--- config.mk ---
export PLATFORM = sky130hd
export DESIGN_NAME = i2m_master
export DESIGN_NICKNAME = d
export VERILOG_FILES = /design/src/verilog/i2m_pkg.sv /design/src/verilog/i2m_master.sv
export SDC_FILE = /design/constraint.sdc
export NUM_CORES = 1
export LEC_CHECK = 0
export ABC_AREA = 1
export ABC_CLOCK_PERIOD_IN_PS = 2900
export BUFFER_PORTS_ARGS = -buffer_cell sky130_fd_sc_hd__buf_2
export CELL_PAD_IN_SITES_DETAIL_PLACEMENT = 1
export CELL_PAD_IN_SITES_GLOBAL_PLACEMENT = 1
export CORE_AREA = 2 2 188 190
export CTS_BUF_LIST = sky130_fd_sc_hd__clkbuf_8
export DETAILED_ROUTE_END_ITERATION = 7
export DIE_AREA = 0 0 190 192
export PLACE_DENSITY_LB_ADDON = 0.1
export SLEW_MARGIN = 20
export SYNTH_ARGS = -nofsm -noshare
export SYNTH_HDL_FRONTEND = slang
export SYNTH_SLANG_ARGS = --single-unit
--- constraint.sdc ---
create_clock -name mclk -period 2.9 [get_ports mclk]
set_input_delay 0.435 -clock mclk [delete_from_list [all_inputs] [get_ports mclk]]
set_output_delay 0.435 -clock mclk [all_outputs]
set_load 0.02 [all_outputs]
--- src/verilog/i2m_pkg.sv ---
// constants and types for the two-wire bus master port
package i2m_pkg;
    // register indices; byte address is four times the index
    localparam int IDX_RCV = 32'h0000_0200;
    localparam int IDX_TRN = 32'h0000_0202;
    localparam int IDX_BRG = 32'h0000_0204;
    localparam int IDX_CON = 32'h0000_0206;
    localparam int IDX_STA = 32'h0000_0208;
    localparam int IDX_ADD = 32'h0000_020a;
    localparam logic [11:0] ADDR_RCV = 12'(4 * IDX_RCV);
    localparam logic [11:0] ADDR_TRN = 12'(4 * IDX_TRN);
    localparam logic [11:0] ADDR_BRG = 12'(4 * IDX_BRG);
    localparam logic [11:0] ADDR_CON = 12'(4 * IDX_CON);
    localparam logic [11:0] ADDR_STA = 12'(4 * IDX_STA);
    localparam logic [11:0] ADDR_ADD = 12'(4 * IDX_ADD);
    // reset values
    localparam logic [15:0] RST_ZERO = 16'h0000;
    localparam logic [15:0] RST_TRN = 16'h00ff;
    localparam logic [15:0] RST_CON = 16'h1000;
    // control bit positions
    localparam int CON_EN = 15;
    localparam int CON_SIDL = 13;
    localparam int CON_ACKDT = 5;
    localparam int CON_ACKEN = 4;
    localparam int CON_RCEN = 3;
    localparam int CON_PEN = 2;
    localparam int CON_RSEN = 1;
    localparam int CON_SEN = 0;
    // status bit position written by software
    localparam int STA_BCL = 10;
    // request mask for control bits 4..0
    localparam logic [4:0] REQ_ALL = 5'h1f;
    localparam logic [4:0] REQ_START = 5'h03;
    localparam logic [4:0] REQ_STOP = 5'h04;
    localparam logic [4:0] REQ_RX = 5'h08;
    localparam logic [4:0] REQ_ACK = 5'h10;
    // index of the last bit per transfer
    localparam logic [3:0] LAST_TX = 4'h8;
    localparam logic [3:0] LAST_RX = 4'h7;
    localparam logic [1:0] RESP_OKAY = 2'h0;
    localparam logic [1:0] RESP_SLVERR = 2'h2;

    typedef enum logic [3:0] {
        ST_IDLE = 4'h0, ST_START = 4'h1, ST_RS_LO = 4'h2,
        ST_RS_HI = 4'h3, ST_STOP_LO = 4'h4, ST_STOP_HI = 4'h5,
        ST_STOP_REL = 4'h6, ST_BIT_LO = 4'h7, ST_BIT_HI = 4'h8
    } i2m_state_t;

    typedef enum logic [1:0] {
        K_TX = 2'h0, K_RX = 2'h1, K_ACK = 2'h2
    } i2m_kind_t;
endpackage : i2m_pkg

--- src/verilog/i2m_master.sv ---
// two-wire bus master: baud timing, arbitration, axi4-lite registers
//
// Register access over AXI4-Lite was left to the implementer.
`timescale 1ns/1ps

module i2m_fifo #(
    parameter int W = 8,
    parameter int D = 16
) (
    input logic mclk,
    input logic rst,
    input logic inValid,
    output logic inReady,
    input logic [W-1:0] inData,
    output logic outValid,
    input logic outReady,
    output logic [W-1:0] outData
);
    localparam int AW = $clog2(D);
    logic [W-1:0] mem [D];
    logic [AW-1:0] wrPtr;
    logic [AW-1:0] rdPtr;
    logic [AW:0] count;
    wire push = inValid && inReady;
    wire pop = outValid && outReady;

    assign inReady = count < (AW+1)'(D);
    assign outValid = count != '0;
    assign outData = mem[rdPtr];

    always_ff @(posedge mclk) begin
        if (push) begin
            mem[wrPtr] <= inData;
        end
    end

    always_ff @(posedge mclk) begin
        if (rst) begin
            wrPtr <= '0;
            rdPtr <= '0;
            count <= '0;
        end else begin
            wrPtr <= push ? AW'(wrPtr + 1'b1) : wrPtr;
            rdPtr <= pop ? AW'(rdPtr + 1'b1) : rdPtr;
            count <= (AW+1)'(count + push - pop);
        end
    end
endmodule : i2m_fifo

module i2m_master (
    input logic mclk,
    input logic rst,
    input logic [11:0] s_axi_awaddr,
    input logic s_axi_awvalid,
    output logic s_axi_awready,
    input logic [31:0] s_axi_wdata,
    input logic [3:0] s_axi_wstrb,
    input logic s_axi_wvalid,
    output logic s_axi_wready,
    output logic [1:0] s_axi_bresp,
    output logic s_axi_bvalid,
    input logic s_axi_bready,
    input logic [11:0] s_axi_araddr,
    input logic s_axi_arvalid,
    output logic s_axi_arready,
    output logic [31:0] s_axi_rdata,
    output logic [1:0] s_axi_rresp,
    output logic s_axi_rvalid,
    input logic s_axi_rready,
    input logic sclIn,
    output logic sclOut,
    output logic sclOe,
    input logic sdaIn,
    output logic sdaOut,
    output logic sdaOe,
    input logic sleepReq,
    input logic cpuIdle,
    output logic masterEvent
);
    function automatic logic [15:0] merge(input logic [15:0] old,
        input logic [31:0] d, input logic [3:0] s);
        merge = {s[1] ? d[15:8] : old[15:8], s[0] ? d[7:0] : old[7:0]};
    endfunction : merge

    logic [1:0] sclSy;
    logic [1:0] sdaSy;
    logic sdaPrev;
    logic [15:0] ctrl, baud, txReg, ownAddr, baud_generator, next_brg;
    logic collision_status, sBit, pBit, transmit_buffer_full, lost;
    logic ackStat, next_ackStat, rxPush, next_rxPush;
    logic [7:0] shift, next_shift, rxData, next_rxData;
    logic [3:0] bitCnt, next_bitCnt;
    i2m_pkg::i2m_state_t state, next_state;
    i2m_pkg::i2m_kind_t kind, next_kind;
    logic sclLow, next_sclLow, sdaLow, next_sdaLow, done, next_done;
    logic [4:0] next_clr;
    logic awHeld, wHeld;
    logic [11:0] wAddr;
    logic [31:0] wData;
    logic [3:0] wStrb;
    logic fifoReady, fifoValid;
    logic [7:0] fifoData;

    // pin synchronisers and bus condition detection
    always_ff @(posedge mclk) begin
        if (rst) begin
            sclSy <= 2'h3;
            sdaSy <= 2'h3;
            sdaPrev <= 1'b1;
        end else begin
            sclSy <= {sclSy[0], sclIn};
            sdaSy <= {sdaSy[0], sdaIn};
            sdaPrev <= sdaSy[1];
        end
    end
    wire scl = sclSy[1];
    wire sda = sdaSy[1];
    wire busStart = scl && sdaPrev && !sda;
    wire busStop = scl && !sdaPrev && sda;

    wire abort = sleepReq || !ctrl[i2m_pkg::CON_EN];
    wire halt = abort || (cpuIdle && ctrl[i2m_pkg::CON_SIDL]);
    wire brgZero = baud_generator == 16'h0000;
    wire isIdle = state == i2m_pkg::ST_IDLE;
    wire hiPhase = state == i2m_pkg::ST_BIT_HI
        || state == i2m_pkg::ST_RS_HI || state == i2m_pkg::ST_STOP_HI;
    wire ackBit = kind == i2m_pkg::K_TX && bitCnt == i2m_pkg::LAST_TX;
    wire lastBit = ackBit || kind == i2m_pkg::K_ACK
        || (kind == i2m_pkg::K_RX && bitCnt == i2m_pkg::LAST_RX);
    wire bitDrive = kind == i2m_pkg::K_ACK ? !ctrl[i2m_pkg::CON_ACKDT]
        : (kind == i2m_pkg::K_TX && !bitCnt[3] && !shift[7]);
    wire expectOne = (state == i2m_pkg::ST_BIT_HI && !sdaLow
        && kind != i2m_pkg::K_RX && !ackBit)
        || state == i2m_pkg::ST_RS_HI || state == i2m_pkg::ST_STOP_REL;
    wire startBlocked = isIdle && ctrl[i2m_pkg::CON_SEN] && !(scl && sda);
    wire collide = !halt && ((expectOne && scl && !sda)
        || startBlocked);
    wire trStat = kind == i2m_pkg::K_TX
        && (state == i2m_pkg::ST_BIT_LO || state == i2m_pkg::ST_BIT_HI);

    always_comb begin
        next_state = state;
        next_brg = brgZero ? 16'h0000 : 16'(baud_generator - 16'h0001);
        next_bitCnt = bitCnt;
        next_kind = kind;
        next_shift = shift;
        next_sclLow = sclLow;
        next_sdaLow = sdaLow;
        next_done = 1'b0;
        next_clr = 5'h00;
        next_ackStat = ackStat;
        next_rxPush = 1'b0;
        next_rxData = rxData;
        if (abort) begin
            next_state = i2m_pkg::ST_IDLE;
            next_brg = 16'h0000;
            next_sclLow = 1'b0;
            next_sdaLow = 1'b0;
        end else if (halt) begin
            next_brg = baud_generator;
        end else if (collide) begin
            next_state = i2m_pkg::ST_IDLE;
            next_sclLow = 1'b0;
            next_sdaLow = 1'b0;
            next_clr = i2m_pkg::REQ_ALL;
        end else begin
            if (hiPhase && !scl) begin
                next_brg = baud;
            end
            case (state)
                i2m_pkg::ST_IDLE: begin
                    next_brg = baud;
                    next_sclLow = 1'b1;
                    next_bitCnt = 4'h0;
                    if (ctrl[i2m_pkg::CON_SEN]) begin
                        next_state = i2m_pkg::ST_START;
                        next_sclLow = sclLow;
                        next_sdaLow = 1'b1;
                    end else if (ctrl[i2m_pkg::CON_RSEN]) begin
                        next_state = i2m_pkg::ST_RS_LO;
                    end else if (ctrl[i2m_pkg::CON_PEN]) begin
                        next_state = i2m_pkg::ST_STOP_LO;
                    end else if (ctrl[i2m_pkg::CON_RCEN] && fifoReady) begin
                        next_state = i2m_pkg::ST_BIT_LO;
                        next_kind = i2m_pkg::K_RX;
                    end else if (ctrl[i2m_pkg::CON_ACKEN]) begin
                        next_state = i2m_pkg::ST_BIT_LO;
                        next_kind = i2m_pkg::K_ACK;
                    end else if (transmit_buffer_full) begin
                        next_state = i2m_pkg::ST_BIT_LO;
                        next_kind = i2m_pkg::K_TX;
                        next_shift = txReg[7:0];
                    end else begin
                        next_brg = baud_generator;
                        next_sclLow = sclLow;
                    end
                end
                i2m_pkg::ST_START: begin
                    if (brgZero) begin
                        next_state = i2m_pkg::ST_IDLE;
                        next_sclLow = 1'b1;
                        next_clr = i2m_pkg::REQ_START;
                        next_done = 1'b1;
                    end
                end
                i2m_pkg::ST_RS_LO: begin
                    next_sdaLow = 1'b0;
                    if (brgZero) begin
                        next_state = i2m_pkg::ST_RS_HI;
                        next_sclLow = 1'b0;
                        next_brg = baud;
                    end
                end
                i2m_pkg::ST_RS_HI: begin
                    if (scl && brgZero) begin
                        next_state = i2m_pkg::ST_START;
                        next_sdaLow = 1'b1;
                        next_brg = baud;
                    end
                end
                i2m_pkg::ST_STOP_LO: begin
                    next_sdaLow = 1'b1;
                    if (brgZero) begin
                        next_state = i2m_pkg::ST_STOP_HI;
                        next_sclLow = 1'b0;
                        next_brg = baud;
                    end
                end
                i2m_pkg::ST_STOP_HI: begin
                    if (scl && brgZero) begin
                        next_state = i2m_pkg::ST_STOP_REL;
                        next_sdaLow = 1'b0;
                        next_brg = baud;
                    end
                end
                i2m_pkg::ST_STOP_REL: begin
                    if (brgZero) begin
                        next_state = i2m_pkg::ST_IDLE;
                        next_clr = i2m_pkg::REQ_STOP;
                        next_done = 1'b1;
                    end
                end
                i2m_pkg::ST_BIT_LO: begin
                    next_sdaLow = bitDrive;
                    if (brgZero) begin
                        next_state = i2m_pkg::ST_BIT_HI;
                        next_sclLow = 1'b0;
                        next_brg = baud;
                    end
                end
                i2m_pkg::ST_BIT_HI: begin
                    if (scl && brgZero) begin
                        next_shift = {shift[6:0], sda};
                        next_bitCnt = 4'(bitCnt + 4'h1);
                        next_ackStat = ackBit ? sda : ackStat;
                        next_sclLow = 1'b1;
                        next_brg = baud;
                        next_state = i2m_pkg::ST_BIT_LO;
                        if (lastBit) begin
                            next_state = i2m_pkg::ST_IDLE;
                            next_done = 1'b1;
                            next_rxPush = kind == i2m_pkg::K_RX;
                            next_rxData = {shift[6:0], sda};
                            next_clr = kind == i2m_pkg::K_RX ? i2m_pkg::REQ_RX
                                : kind == i2m_pkg::K_ACK ? i2m_pkg::REQ_ACK
                                : 5'h00;
                        end
                    end
                end
                default: next_state = i2m_pkg::ST_IDLE;
            endcase
        end
    end

    always_ff @(posedge mclk) begin
        if (rst) begin
            state <= i2m_pkg::ST_IDLE;
            kind <= i2m_pkg::K_TX;
            baud_generator <= i2m_pkg::RST_ZERO;
            {bitCnt, shift, rxData} <= 20'h00000;
            {sclLow, sdaLow, done, ackStat, rxPush} <= 5'h00;
        end else begin
            state <= next_state;
            kind <= next_kind;
            baud_generator <= next_brg;
            {bitCnt, shift, rxData} <= {next_bitCnt, next_shift, next_rxData};
            {sclLow, sdaLow, done} <= {next_sclLow, next_sdaLow, next_done};
            {ackStat, rxPush} <= {next_ackStat, next_rxPush};
        end
    end

    assign sclOut = 1'b0;
    assign sdaOut = 1'b0;
    assign sclOe = sclLow;
    assign sdaOe = sdaLow;

    // register bus: write address and data latched in either order
    assign s_axi_awready = !awHeld && !s_axi_bvalid;
    assign s_axi_wready = !wHeld && !s_axi_bvalid;
    assign s_axi_arready = !s_axi_rvalid;
    wire wrFire = awHeld && wHeld;
    wire arFire = s_axi_arvalid && s_axi_arready;
    wire wTrn = wAddr[11:2] == i2m_pkg::ADDR_TRN[11:2];
    wire wBrg = wAddr[11:2] == i2m_pkg::ADDR_BRG[11:2];
    wire wCon = wAddr[11:2] == i2m_pkg::ADDR_CON[11:2];
    wire wSta = wAddr[11:2] == i2m_pkg::ADDR_STA[11:2];
    wire wAdd = wAddr[11:2] == i2m_pkg::ADDR_ADD[11:2];
    wire wRcv = wAddr[11:2] == i2m_pkg::ADDR_RCV[11:2];
    wire wHit = wTrn || wBrg || wCon || wSta || wAdd || wRcv;
    wire [9:0] rA = s_axi_araddr[11:2];
    wire rRcv = rA == i2m_pkg::ADDR_RCV[11:2];
    wire [15:0] status = {ackStat, trStat, 3'h0, collision_status, 5'h00,
        pBit, sBit, 1'b0, fifoValid, transmit_buffer_full};
    wire [15:0] rdMux = rRcv ? {8'h00, fifoData}
        : rA == i2m_pkg::ADDR_TRN[11:2] ? txReg
        : rA == i2m_pkg::ADDR_BRG[11:2] ? baud
        : rA == i2m_pkg::ADDR_CON[11:2] ? ctrl
        : rA == i2m_pkg::ADDR_STA[11:2] ? status
        : rA == i2m_pkg::ADDR_ADD[11:2] ? ownAddr : 16'h0000;
    wire rHit = rRcv || rA == i2m_pkg::ADDR_TRN[11:2]
        || rA == i2m_pkg::ADDR_BRG[11:2] || rA == i2m_pkg::ADDR_CON[11:2]
        || rA == i2m_pkg::ADDR_STA[11:2] || rA == i2m_pkg::ADDR_ADD[11:2];
    // request bits only take effect while the master waits
    wire [15:0] conWr = merge(ctrl, wData, wStrb);
    wire [15:0] conNew = isIdle ? conWr : {conWr[15:5], ctrl[4:0]};
    wire bclClr = wrFire && wSta && wStrb[1] && !wData[i2m_pkg::STA_BCL];

    always_ff @(posedge mclk) begin
        if (rst) begin
            {awHeld, wHeld, s_axi_bvalid, s_axi_rvalid} <= 4'h0;
            wAddr <= 12'h000;
            wData <= 32'h0000_0000;
            wStrb <= 4'h0;
            s_axi_bresp <= i2m_pkg::RESP_OKAY;
            s_axi_rresp <= i2m_pkg::RESP_OKAY;
            s_axi_rdata <= 32'h0000_0000;
        end else begin
            if (s_axi_awvalid && s_axi_awready) begin
                awHeld <= 1'b1;
                wAddr <= s_axi_awaddr;
            end else if (wrFire) begin
                awHeld <= 1'b0;
            end
            if (s_axi_wvalid && s_axi_wready) begin
                wHeld <= 1'b1;
                wData <= s_axi_wdata;
                wStrb <= s_axi_wstrb;
            end else if (wrFire) begin
                wHeld <= 1'b0;
            end
            if (wrFire) begin
                s_axi_bvalid <= 1'b1;
                s_axi_bresp <= wHit ? i2m_pkg::RESP_OKAY
                    : i2m_pkg::RESP_SLVERR;
            end else if (s_axi_bready) begin
                s_axi_bvalid <= 1'b0;
            end
            if (arFire) begin
                s_axi_rvalid <= 1'b1;
                s_axi_rdata <= {16'h0000, rdMux};
                s_axi_rresp <= rHit ? i2m_pkg::RESP_OKAY
                    : i2m_pkg::RESP_SLVERR;
            end else if (s_axi_rready) begin
                s_axi_rvalid <= 1'b0;
            end
        end
    end

    // software registers and hardware flags; hardware set wins
    always_ff @(posedge mclk) begin
        if (rst) begin
            ctrl <= i2m_pkg::RST_CON;
            txReg <= i2m_pkg::RST_TRN;
            {baud, ownAddr} <= {i2m_pkg::RST_ZERO, i2m_pkg::RST_ZERO};
            {collision_status, sBit, pBit, transmit_buffer_full, lost, masterEvent} <= 6'h00;
        end else begin
            ctrl <= (wrFire && wCon ? conNew : ctrl) & ~{11'h000, next_clr};
            txReg <= wrFire && wTrn ? merge(txReg, wData, wStrb) : txReg;
            baud <= wrFire && wBrg ? merge(baud, wData, wStrb) : baud;
            ownAddr <= wrFire && wAdd ? merge(ownAddr, wData, wStrb) : ownAddr;
            transmit_buffer_full <= (wrFire && wTrn) || (transmit_buffer_full && !collide
                && !(next_done && kind == i2m_pkg::K_TX));
            collision_status <= collide || (collision_status && !bclClr);
            sBit <= busStart || (sBit && !busStop);
            pBit <= busStop || (pBit && !busStart);
            lost <= collide || (lost && !(isIdle && ctrl[i2m_pkg::CON_SEN]));
            masterEvent <= next_done || collide || (lost && busStop);
        end
    end

    i2m_fifo #(.W(8), .D(16)) rxFifo (
        .mclk(mclk),
        .rst(rst),
        .inValid(rxPush),
        .inReady(fifoReady),
        .inData(rxData),
        .outValid(fifoValid),
        .outReady(arFire && rRcv),
        .outData(fifoData)
    );

    property p_suspend;
        @(posedge mclk) disable iff (rst)
        (hiPhase && !scl && !halt && !collide) |=> baud_generator == $past(baud);
    endproperty
    a_suspend: assert property (p_suspend)
        else $error("baud counter ran while scl was low");
    property p_reload;
        @(posedge mclk) disable iff (rst)
        ($past(state) == i2m_pkg::ST_BIT_LO && state == i2m_pkg::ST_BIT_HI)
        |-> baud_generator == baud && !sclOe;
    endproperty
    a_reload: assert property (p_reload)
        else $error("high phase did not start from reload");
    property p_hold;
        @(posedge mclk) disable iff (rst)
        (brgZero && isIdle && ctrl[4:0] == 5'h00 && !transmit_buffer_full) |=> brgZero;
    endproperty
    a_hold: assert property (p_hold)
        else $error("idle baud counter left zero");
    property p_collide;
        @(posedge mclk) disable iff (rst)
        (!halt && expectOne && scl && !sda) |=> collision_status && isIdle;
    endproperty
    a_collide: assert property (p_collide)
        else $error("released one read as zero not flagged");
    property p_event;
        @(posedge mclk) disable iff (rst)
        collide |=> masterEvent ##1 !masterEvent || done || $past(busStop);
    endproperty
    a_event: assert property (p_event)
        else $error("collision did not pulse master event");
    property p_txabort;
        @(posedge mclk) disable iff (rst)
        (collide && trStat && !(wrFire && wTrn)) |=> !transmit_buffer_full && !sclOe && !sdaOe;
    endproperty
    a_txabort: assert property (p_txabort)
        else $error("byte collision left buffer full or lines held");
    property p_seqabort;
        @(posedge mclk) disable iff (rst)
        collide |=> ctrl[4:0] == 5'h00 && !sclOe && !sdaOe;
    endproperty
    a_seqabort: assert property (p_seqabort)
        else $error("collision kept a request bit or lines");
    property p_lost;
        @(posedge mclk) disable iff (rst)
        (lost && busStop) |=> masterEvent;
    endproperty
    a_lost: assert property (p_lost)
        else $error("bus stop after lost arbitration not signalled");
    property p_fresh;
        @(posedge mclk) disable iff (rst)
        (isIdle && next_state == i2m_pkg::ST_BIT_LO
        && next_kind == i2m_pkg::K_TX && !halt)
        |=> bitCnt == 4'h0 && shift == $past(txReg[7:0]);
    endproperty
    a_fresh: assert property (p_fresh)
        else $error("transmit did not start at first bit");
    property p_sleep;
        @(posedge mclk) disable iff (rst)
        sleepReq |=> isIdle && !sclOe && !sdaOe && brgZero;
    endproperty
    a_sleep: assert property (p_sleep)
        else $error("sleep left transfer running");
    property p_idle;
        @(posedge mclk) disable iff (rst)
        (cpuIdle && ctrl[i2m_pkg::CON_SIDL] && !abort)
        |=> state == $past(state) && baud_generator == $past(baud_generator);
    endproperty
    a_idle: assert property (p_idle)
        else $error("module ran in cpu idle with stop-in-idle set");
    property p_sticky;
        @(posedge mclk) disable iff (rst)
        (collision_status && !bclClr) |=> collision_status;
    endproperty
    a_sticky: assert property (p_sticky)
        else $error("collision status dropped without software clear");
endmodule : i2m_master

==> flow_summary.yaml, run 1 <==
outcome:
  result_of_the_run: "finished, final reports clean"
routing:
  postRouteWirelength_mm: 46.0
  drtIter0Drc: 670
  dr_total_vias: 13100
  detailed_route_wire_length_per_cell_um: 18.9
  detail_route.vias_per_cell: 5.40
  ant_nets: 0
  detail_route.drc_violations: 0
  drt_pass1_iterations: 4
floorplan:
  coreArea_um2: 34300
  fp.dieArea_um2: 36500
  io_pins: 117
  fp.dieH_um: 192
  row_count: 68
  floorplan.initialDensity_pct: 44.4
  dieWidth_um: 190
pwr:
  internal_power_mw: 6.91
  power.density_nw_per_um2: 528
  power.combinational.fraction_pct: 3.7
  power_switching_share_pct: 23.5
  power_leakage_nw: 6.76
  share_seq_of_total_power_pct: 52.0
  net-switching-power_mw: 2.13
  power_frac_clock_pct: 44.3
  worst_ir_drop_vdd_mv: 0.333
min_path:
  hold_class: "input pin to flip-flop"
layout:
  number_of_nets_in_the_finished_design: 2023
  synth_to_layout_area_growth_pct: 12.2
  drive_gt1_share_pct: 12.6
  antenna-diode-count: 0
synthesis:
  mapped_cells: 1857
  synthMostInstantiatedCell: "nand2_1"
  yosysWarnings: 0
  synth.cells.most_frequent: "nand2_1 (280), inv_1 (210), o21ai_0 (210)"
  syn-mean-instance-area_um2: 8.21
  ys_ff_latch: 316
  synth_sequential_area_ratio_pct: 49.9
  yosysTopAreaCellShare_pct: 25.2
  postSynth.topFlopCell: "dfxtp_1"
  cell_types_with_the_largest_area_share_after_synthesis: "edfxtp_1 (25%), dfxtp_1 (25%), nand2_1 (6.9%)"
  yosysTopAreaCell: "edfxtp_1"
  post_synth_num_cell_types: 52
  async_flop_share_pct: 0
  synth_area_um2: 15200
  number_of_enable_flip_flop_cells_after_synthesis: 128
clock_network:
  tritoncts_num_sinks: 316
  cts_hold_buf: 1
  tritoncts.num_buffers: 54
  htree_num_levels: 2
  post-cts-setup-buffers: 0
  clk_pin_slew_worst_paths_ns: 0.07
  cts_tree: "built"
  clk_latency_ns: 0.61
  cts_resized: 0
  cts-root-to-sink-buffers: 3
  clk_root_buffer_cell: "clkbuf_8"
global_routing:
  antenna_found_initial: 0
  grt.met3_usage_pct: 3.23
  globalRouteTotalUtil_pct: 25.6
  met1_usage_pct: 31.8
  number_of_global_route_vias_before_repair: 13600
  grtUsageMet2_pct: 46.5
  grt_start_max_net_pins: 57
  grt_pass1_wl_mm: 73.5
  top_usage_layer: "met2"
  grt-ovfl-total: 0
critical_path:
  crit_path_start_kind: "flip-flop"
  worst_ep_required_time_ns: 3.38
  timing.reg2reg.setup_slack_ns: 0.34
  timing.critical_path.to_type: "flip-flop"
  critical_path_peak_fanout: 3
  worstPathArrival_ns: 3.04
  timing.setup.critical_path_class: "flip-flop to flip-flop"
sta:
  finalWorstPathRequiredPeriod_ns: 2.56
  skew_ns: 0.0400
  final-hold-violation-count: 0
  slew_violations: 0
  setup_ws_ns: 0.336
  min_period_over_period_pct: 88.4
  final.setup.tns_ns: 0
  hold-worst-slack_ns: 0.0869
  worst-slew-pin-transition_ns: 0.840
  setup_viol: 0
  fmax_ghz: 0.390
  setup_repair_after_global_routing_missed_its_margin: "no"
  slew-limit-headroom_pct: 43.8
placed_design:
  dp_worst_setup_slack_ns: -0.0678
  post-dp-hpwl_mm: 33.1
  gp_congestion: 0.865
  buffer_ports.inserted: 74
job:
  max_cap_viol_count: 0
[metrics by stage]
| stage | power [mW] | std cells | cell area (µm²) | utilization, % |
|---|---|---|---|---|
| 6_report | 9.03 | 2433 | 17100 | 49.9 |
| 4_1_cts | 9.12 | 2433 | 17100 | 49.9 |
| 2_1_floorplan | 5.00 | 1876 | 15300 | - |
| 3_5_place_dp | 5.13 | 2334 | 16000 | 46.7 |
| 5_1_grt | 9.35 | 2433 | 17100 | 49.9 |
| 3_3_place_gp | 5.11 | 2334 | 16000 | 46.7 |
[critical path: stages (launching register included)]
cell	delay (ns)
dfxtp_1	0.32
inv_1	0.07
ha_1	0.14
nand4_1	0.17
nand3_1	0.16
inv_1	0.07
ha_1	0.28
inv_1	0.05
ha_1	0.16
inv_1	0.06
fa_1	0.43
nor3_1	0.22
a211oi_1	0.09
o21ai_0	0.16
a21oi_1	0.05
[path summary, 6_finish.rpt]
kind	startpoint	to	cells after the start
min	s_axi_bready	s_axi_bvalid	4
min reg2reg	sclSy[0]	sclSy[1]	1
max reg2reg	rxFifo.count[2]	rxFifo.count[4]	14
max	rxFifo.count[2]	rxFifo.count[4]	14
[power by group through the flow]
| stage | registers, mW | clock network, mW | logic, mW |
|---|---|---|---|
| 2_1_floorplan | 4.78 | 0 | 0.218 |
| 5_1_grt | 4.70 | 4.28 | 0.378 |
| 3_5_place_dp | 4.79 | 0 | 0.335 |
| 6_report | 4.70 | 4.00 | 0.336 |
| 4_1_cts | 4.70 | 4.09 | 0.338 |
| 3_3_place_gp | 4.79 | 0 | 0.326 |
[registers in the layout (all words and copies together) (netlist names), 4 cells and up, named ones only]
| name | cells |
|---|---|
| ownAddr | 16 |
| ctrl | 16 |
| baud | 16 |
| rxFifo.rdPtr | 4 |
| bitCnt | 4 |
| txReg | 16 |
| rxData | 8 |
| baud_generator | 16 |
| wData | 16 |
| rxFifo.wrPtr | 4 |
| rxFifo.mem | 128 |
| shift | 8 |
| rxFifo.count | 5 |
| wAddr | 10 |
| state | 4 |
| s_axi_rdata | 16 |
[cell type report]
cell class	count	area (µm²)
clock buffers	67	922
clock inverters	31	160
fillers	4207	17200
inverters	225	845
multi-input cells	1224	6290
flip-flops and latches	316	7610
well taps	455	569
repair buffers	115	706
[cell families (layout without fill, tap and decap cells)]
logic type	Yosys count	in the layout	synth area share, %
AO/OA/AOI/OAI	509	509	18.4
other	1	20	0.0246
AND/OR/NAND/NOR	640	640	18.5
buffers and inverters	336	438	9.28
adder cells (fa/ha/maj)	16	16	1.36
multiplexers	32	32	2.10
flip-flops	316	316	49.9
XOR/XNOR	7	7	0.402
[metal layers]
metal / part of all wire [%] / wire length, µm
met1: 44 / 20300
met2: 50 / 23200
met3: 3.2 / 1450
met4: 2.3 / 1070
met5: 0 / 0
[cell usage in the layout (no fill, tap or decap), types with 5 or more instances in the layout]
cell type,instances
nor2_2,10
nand3_1,105
o21ai_1,17
nor3_1,25
a211oi_1,13
nor2_1,171
o211ai_1,46
o221ai_1,6
ha_1,15
a31oi_1,15
buf_4,38
conb_1,20
nand4_1,16
edfxtp_1,128
o21ai_0,210
inv_2,15
nand2_1,280
or2_2,5
clkbuf_8,67
nand2_2,8
dfxtp_1,187
inv_1,232
o22ai_1,5
buf_2,74
a21oi_1,182
nor2_4,6
mux2i_1,32
xnor2_1,5
Note: power is estimated with default switching activity, not from simulation.
==> run 2: changes to the inputs <==
--- a/config.mk
+++ b/config.mk
@@ -5,15 +5,14 @@
 export SDC_FILE = /design/constraint.sdc
 export NUM_CORES = 1
 export LEC_CHECK = 0
-export ABC_AREA = 1
 export ABC_CLOCK_PERIOD_IN_PS = 2900
 export BUFFER_PORTS_ARGS = -buffer_cell sky130_fd_sc_hd__buf_2
 export CELL_PAD_IN_SITES_DETAIL_PLACEMENT = 1
 export CELL_PAD_IN_SITES_GLOBAL_PLACEMENT = 1
-export CORE_AREA = 2 2 188 190
+export CORE_AREA = 2 2 183 185
 export CTS_BUF_LIST = sky130_fd_sc_hd__clkbuf_8
 export DETAILED_ROUTE_END_ITERATION = 7
-export DIE_AREA = 0 0 190 192
+export DIE_AREA = 0 0 185 187
 export PLACE_DENSITY_LB_ADDON = 0.1
 export SLEW_MARGIN = 20
 export SYNTH_ARGS = -nofsm -noshare
==> constraint.sdc (replaced) <==
create_clock -name mclk -period 2.9 [get_ports mclk]
set_input_delay 0.145 -clock mclk [delete_from_list [all_inputs] [get_ports mclk]]
set_output_delay 0.145 -clock mclk [all_outputs]
set_load 0.02 [all_outputs]
==> flow_summary.yaml, run 2 <==
routing:
  dr_total_vias: 11400
  postRouteWirelength_mm: 44.2
  drtIter0Drc: 647
  detailed_route_wire_length_per_cell_um: 21.8
  ant_nets: 0
  drt_pass1_iterations: 5
  detail_route.drc_violations: 0
  detail_route.vias_per_cell: 5.64
clock_network:
  clk_root_buffer_cell: "clkbuf_8"
  cts-root-to-sink-buffers: 3
  post-cts-setup-buffers: 0
  tritoncts_num_sinks: 316
  tritoncts.num_buffers: 54
  htree_num_levels: 2
  cts_tree: "built"
  clk_latency_ns: 0.65
  clk_pin_slew_worst_paths_ns: 0.06
sta:
  slew-limit-headroom_pct: 25.5
  finalWorstPathRequiredPeriod_ns: 2.71
  final-hold-violation-count: 0
  setup_repair_after_global_routing_missed_its_margin: "no"
  hold-worst-slack_ns: 0.0580
  fmax_ghz: 0.369
  slew_violations: 0
  setup_viol: 0
  min_period_over_period_pct: 93.3
  worst-slew-pin-transition_ns: 1.12
  skew_ns: 0.0259
  final.setup.tns_ns: 0
synthesis:
  cell_types_with_the_largest_area_share_after_synthesis: "edfxtp_1 (27%), dfxtp_1 (26%), mux4_2 (6.2%)"
  yosysTopAreaCellShare_pct: 26.5
  yosysTopAreaCell: "edfxtp_1"
  syn-mean-instance-area_um2: 10.4
  synth_sequential_area_ratio_pct: 52.5
  ys_ff_latch: 316
  post_synth_num_cell_types: 81
  synthMostInstantiatedCell: "dfxtp_1"
  postSynth.topFlopCell: "dfxtp_1"
  synth_area_um2: 14500
  yosysWarnings: 0
  mapped_cells: 1398
  number_of_enable_flip_flop_cells_after_synthesis: 128
  async_flop_share_pct: 0
  synth.cells.most_frequent: "dfxtp_1 (188), nand2_1 (185), edfxtp_1 (128)"
floorplan:
  io_pins: 117
  fp.dieArea_um2: 34600
  dieWidth_um: 185
  row_count: 67
  coreArea_um2: 32900
  fp.dieH_um: 187
  floorplan.initialDensity_pct: 44.1
layout:
  multi_input_area_um2: 6340
  registers.top_by_ff_count: "rxFifo.mem"
  post-route-util_pct: 51.3
  number_of_nets_in_the_finished_design: 1618
  finalInstanceArea_um2: 16900
  final-seq-area_um2: 7610
  layout_commonest_cell: "dfxtp_1"
  drive_gt1_share_pct: 17.5
  fillers: 3637
  most-common-layout-cells: "dfxtp_1 (186), nand2_1 (185), edfxtp_1 (128)"
  final_cell_count_no_fill: 2024
  largest_register_ff_count: 128
  synth_to_layout_area_growth_pct: 16.4
pwr:
  worst_ir_drop_vdd_mv: 0.475
  power.density_nw_per_um2: 528
  power_leakage_nw: 5.87
global_routing:
  globalRouteTotalUtil_pct: 26.1
  antenna_found_initial: 2
  number_of_global_route_vias_before_repair: 11900
  grt_pass1_wl_mm: 69.4
  grt-ovfl-total: 0
  grt_start_max_net_pins: 116
critical_path:
  timing.setup.critical_path_class: "flip-flop to flip-flop"
  crit_path_start_kind: "flip-flop"
  worst_ep_required_time_ns: 3.46
  timing.critical_path.to_type: "flip-flop"
  critical_path_peak_fanout: 2
  worstPathArrival_ns: 3.27
outcome:
  result_of_the_run: "finished, final reports clean"
placed_design:
  post_dp_cell_area_um2: 15400
  gp_congestion: 0.851
  place_inst: 1883
  buffer_ports.inserted: 74
  post-dp-hpwl_mm: 30.9
min_path:
  hold_class: "input pin to flip-flop"
job:
  max_cap_viol_count: 0
## run 2: final cells by class
class                           count  area share, %
Tap cell                          448           3.32
Clock buffer                       62           5.06
Timing Repair Buffer              170           7.37
Multi-Input combinational cell    962           37.6
Sequential cell                   316           45.1
Inverter                           27          0.601
Antenna cell                        2         0.0297
Clock inverter                     37          0.942
## run 2: final timing paths
path | start | cells past startpoint | slack [ns] | end
worst max-delay path | rxFifo.count[2] | 15 | 0.19 | rxFifo.count[4]
worst min-delay path | s_axi_awvalid | 4 | 0.06 | wAddr[3]
worst max register to register | rxFifo.count[2] | 15 | 0.19 | rxFifo.count[4]
worst min register to register | sclSy[0] | 1 | 0.40 | sclSy[1]
## run 2: per-layer routing
layer | vias up | wire length (µm) | part of all wire, % | global-route usage, %
met5 | - | 0 | 0 | 0
met4 | 0 | 1220 | 2.8 | 9.40
met3 | 84 | 1730 | 3.9 | 3.89
met2 | 251 | 22500 | 51 | 45.3
met1 | 5726 | 18800 | 42 | 32.9
li1 | 5364 | - | - | -
## run 2: cells by family (layout without fill, tap and decap cells)
kind of cell	count (synthesis)	in the layout	synth area share, %
simple gates	506	506	17.2
flops	316	316	52.5
compound gates	301	301	12.9
buf+inv	139	296	4.53
mux	96	96	10.1
xor+xnor	23	23	1.39
fa+ha+maj	16	16	1.43
other cells	1	22	0.0259
## run 2: critical path: stages, from the launching register on
cell	delay, ns
dfxtp_2	0.33
inv_1	0.06
ha_1	0.19
nor4b_2	0.16
or3_4	0.40
nor2_4	0.09
ha_1	0.13
inv_1	0.04
ha_1	0.19
inv_1	0.09
fa_2	0.22
inv_1	0.05
a21oi_1	0.12
nor2_1	0.06
or3_1	0.34
a21oi_1	0.16
## run 2: power by group
| part | internal (mW) | switching [mW] |
|---|---|---|
| clock network | 1.95 | 1.86 |
| registers | 4.64 | 0.0637 |
| logic | 0.148 | 0.250 |
## run 2: repair_timing
item / 4_1_cts / 5_1_grt
endpoints found under the hold margin: 57 / 0
hold buffers: 40 / 0
gates resized for setup: 0 / 6
endpoints found under the setup margin: 0 / 1
## run 2: metrics by stage
stage | worst slack [ns] | total power [mW]
after floorplan | 0.212 | 5.01
after global placement | 0.160 | 5.14
after detailed placement | 0.0398 | 5.14
after CTS | 0.109 | 8.99
after global routing | 0.0108 | 9.24
final | 0.193 | 8.91
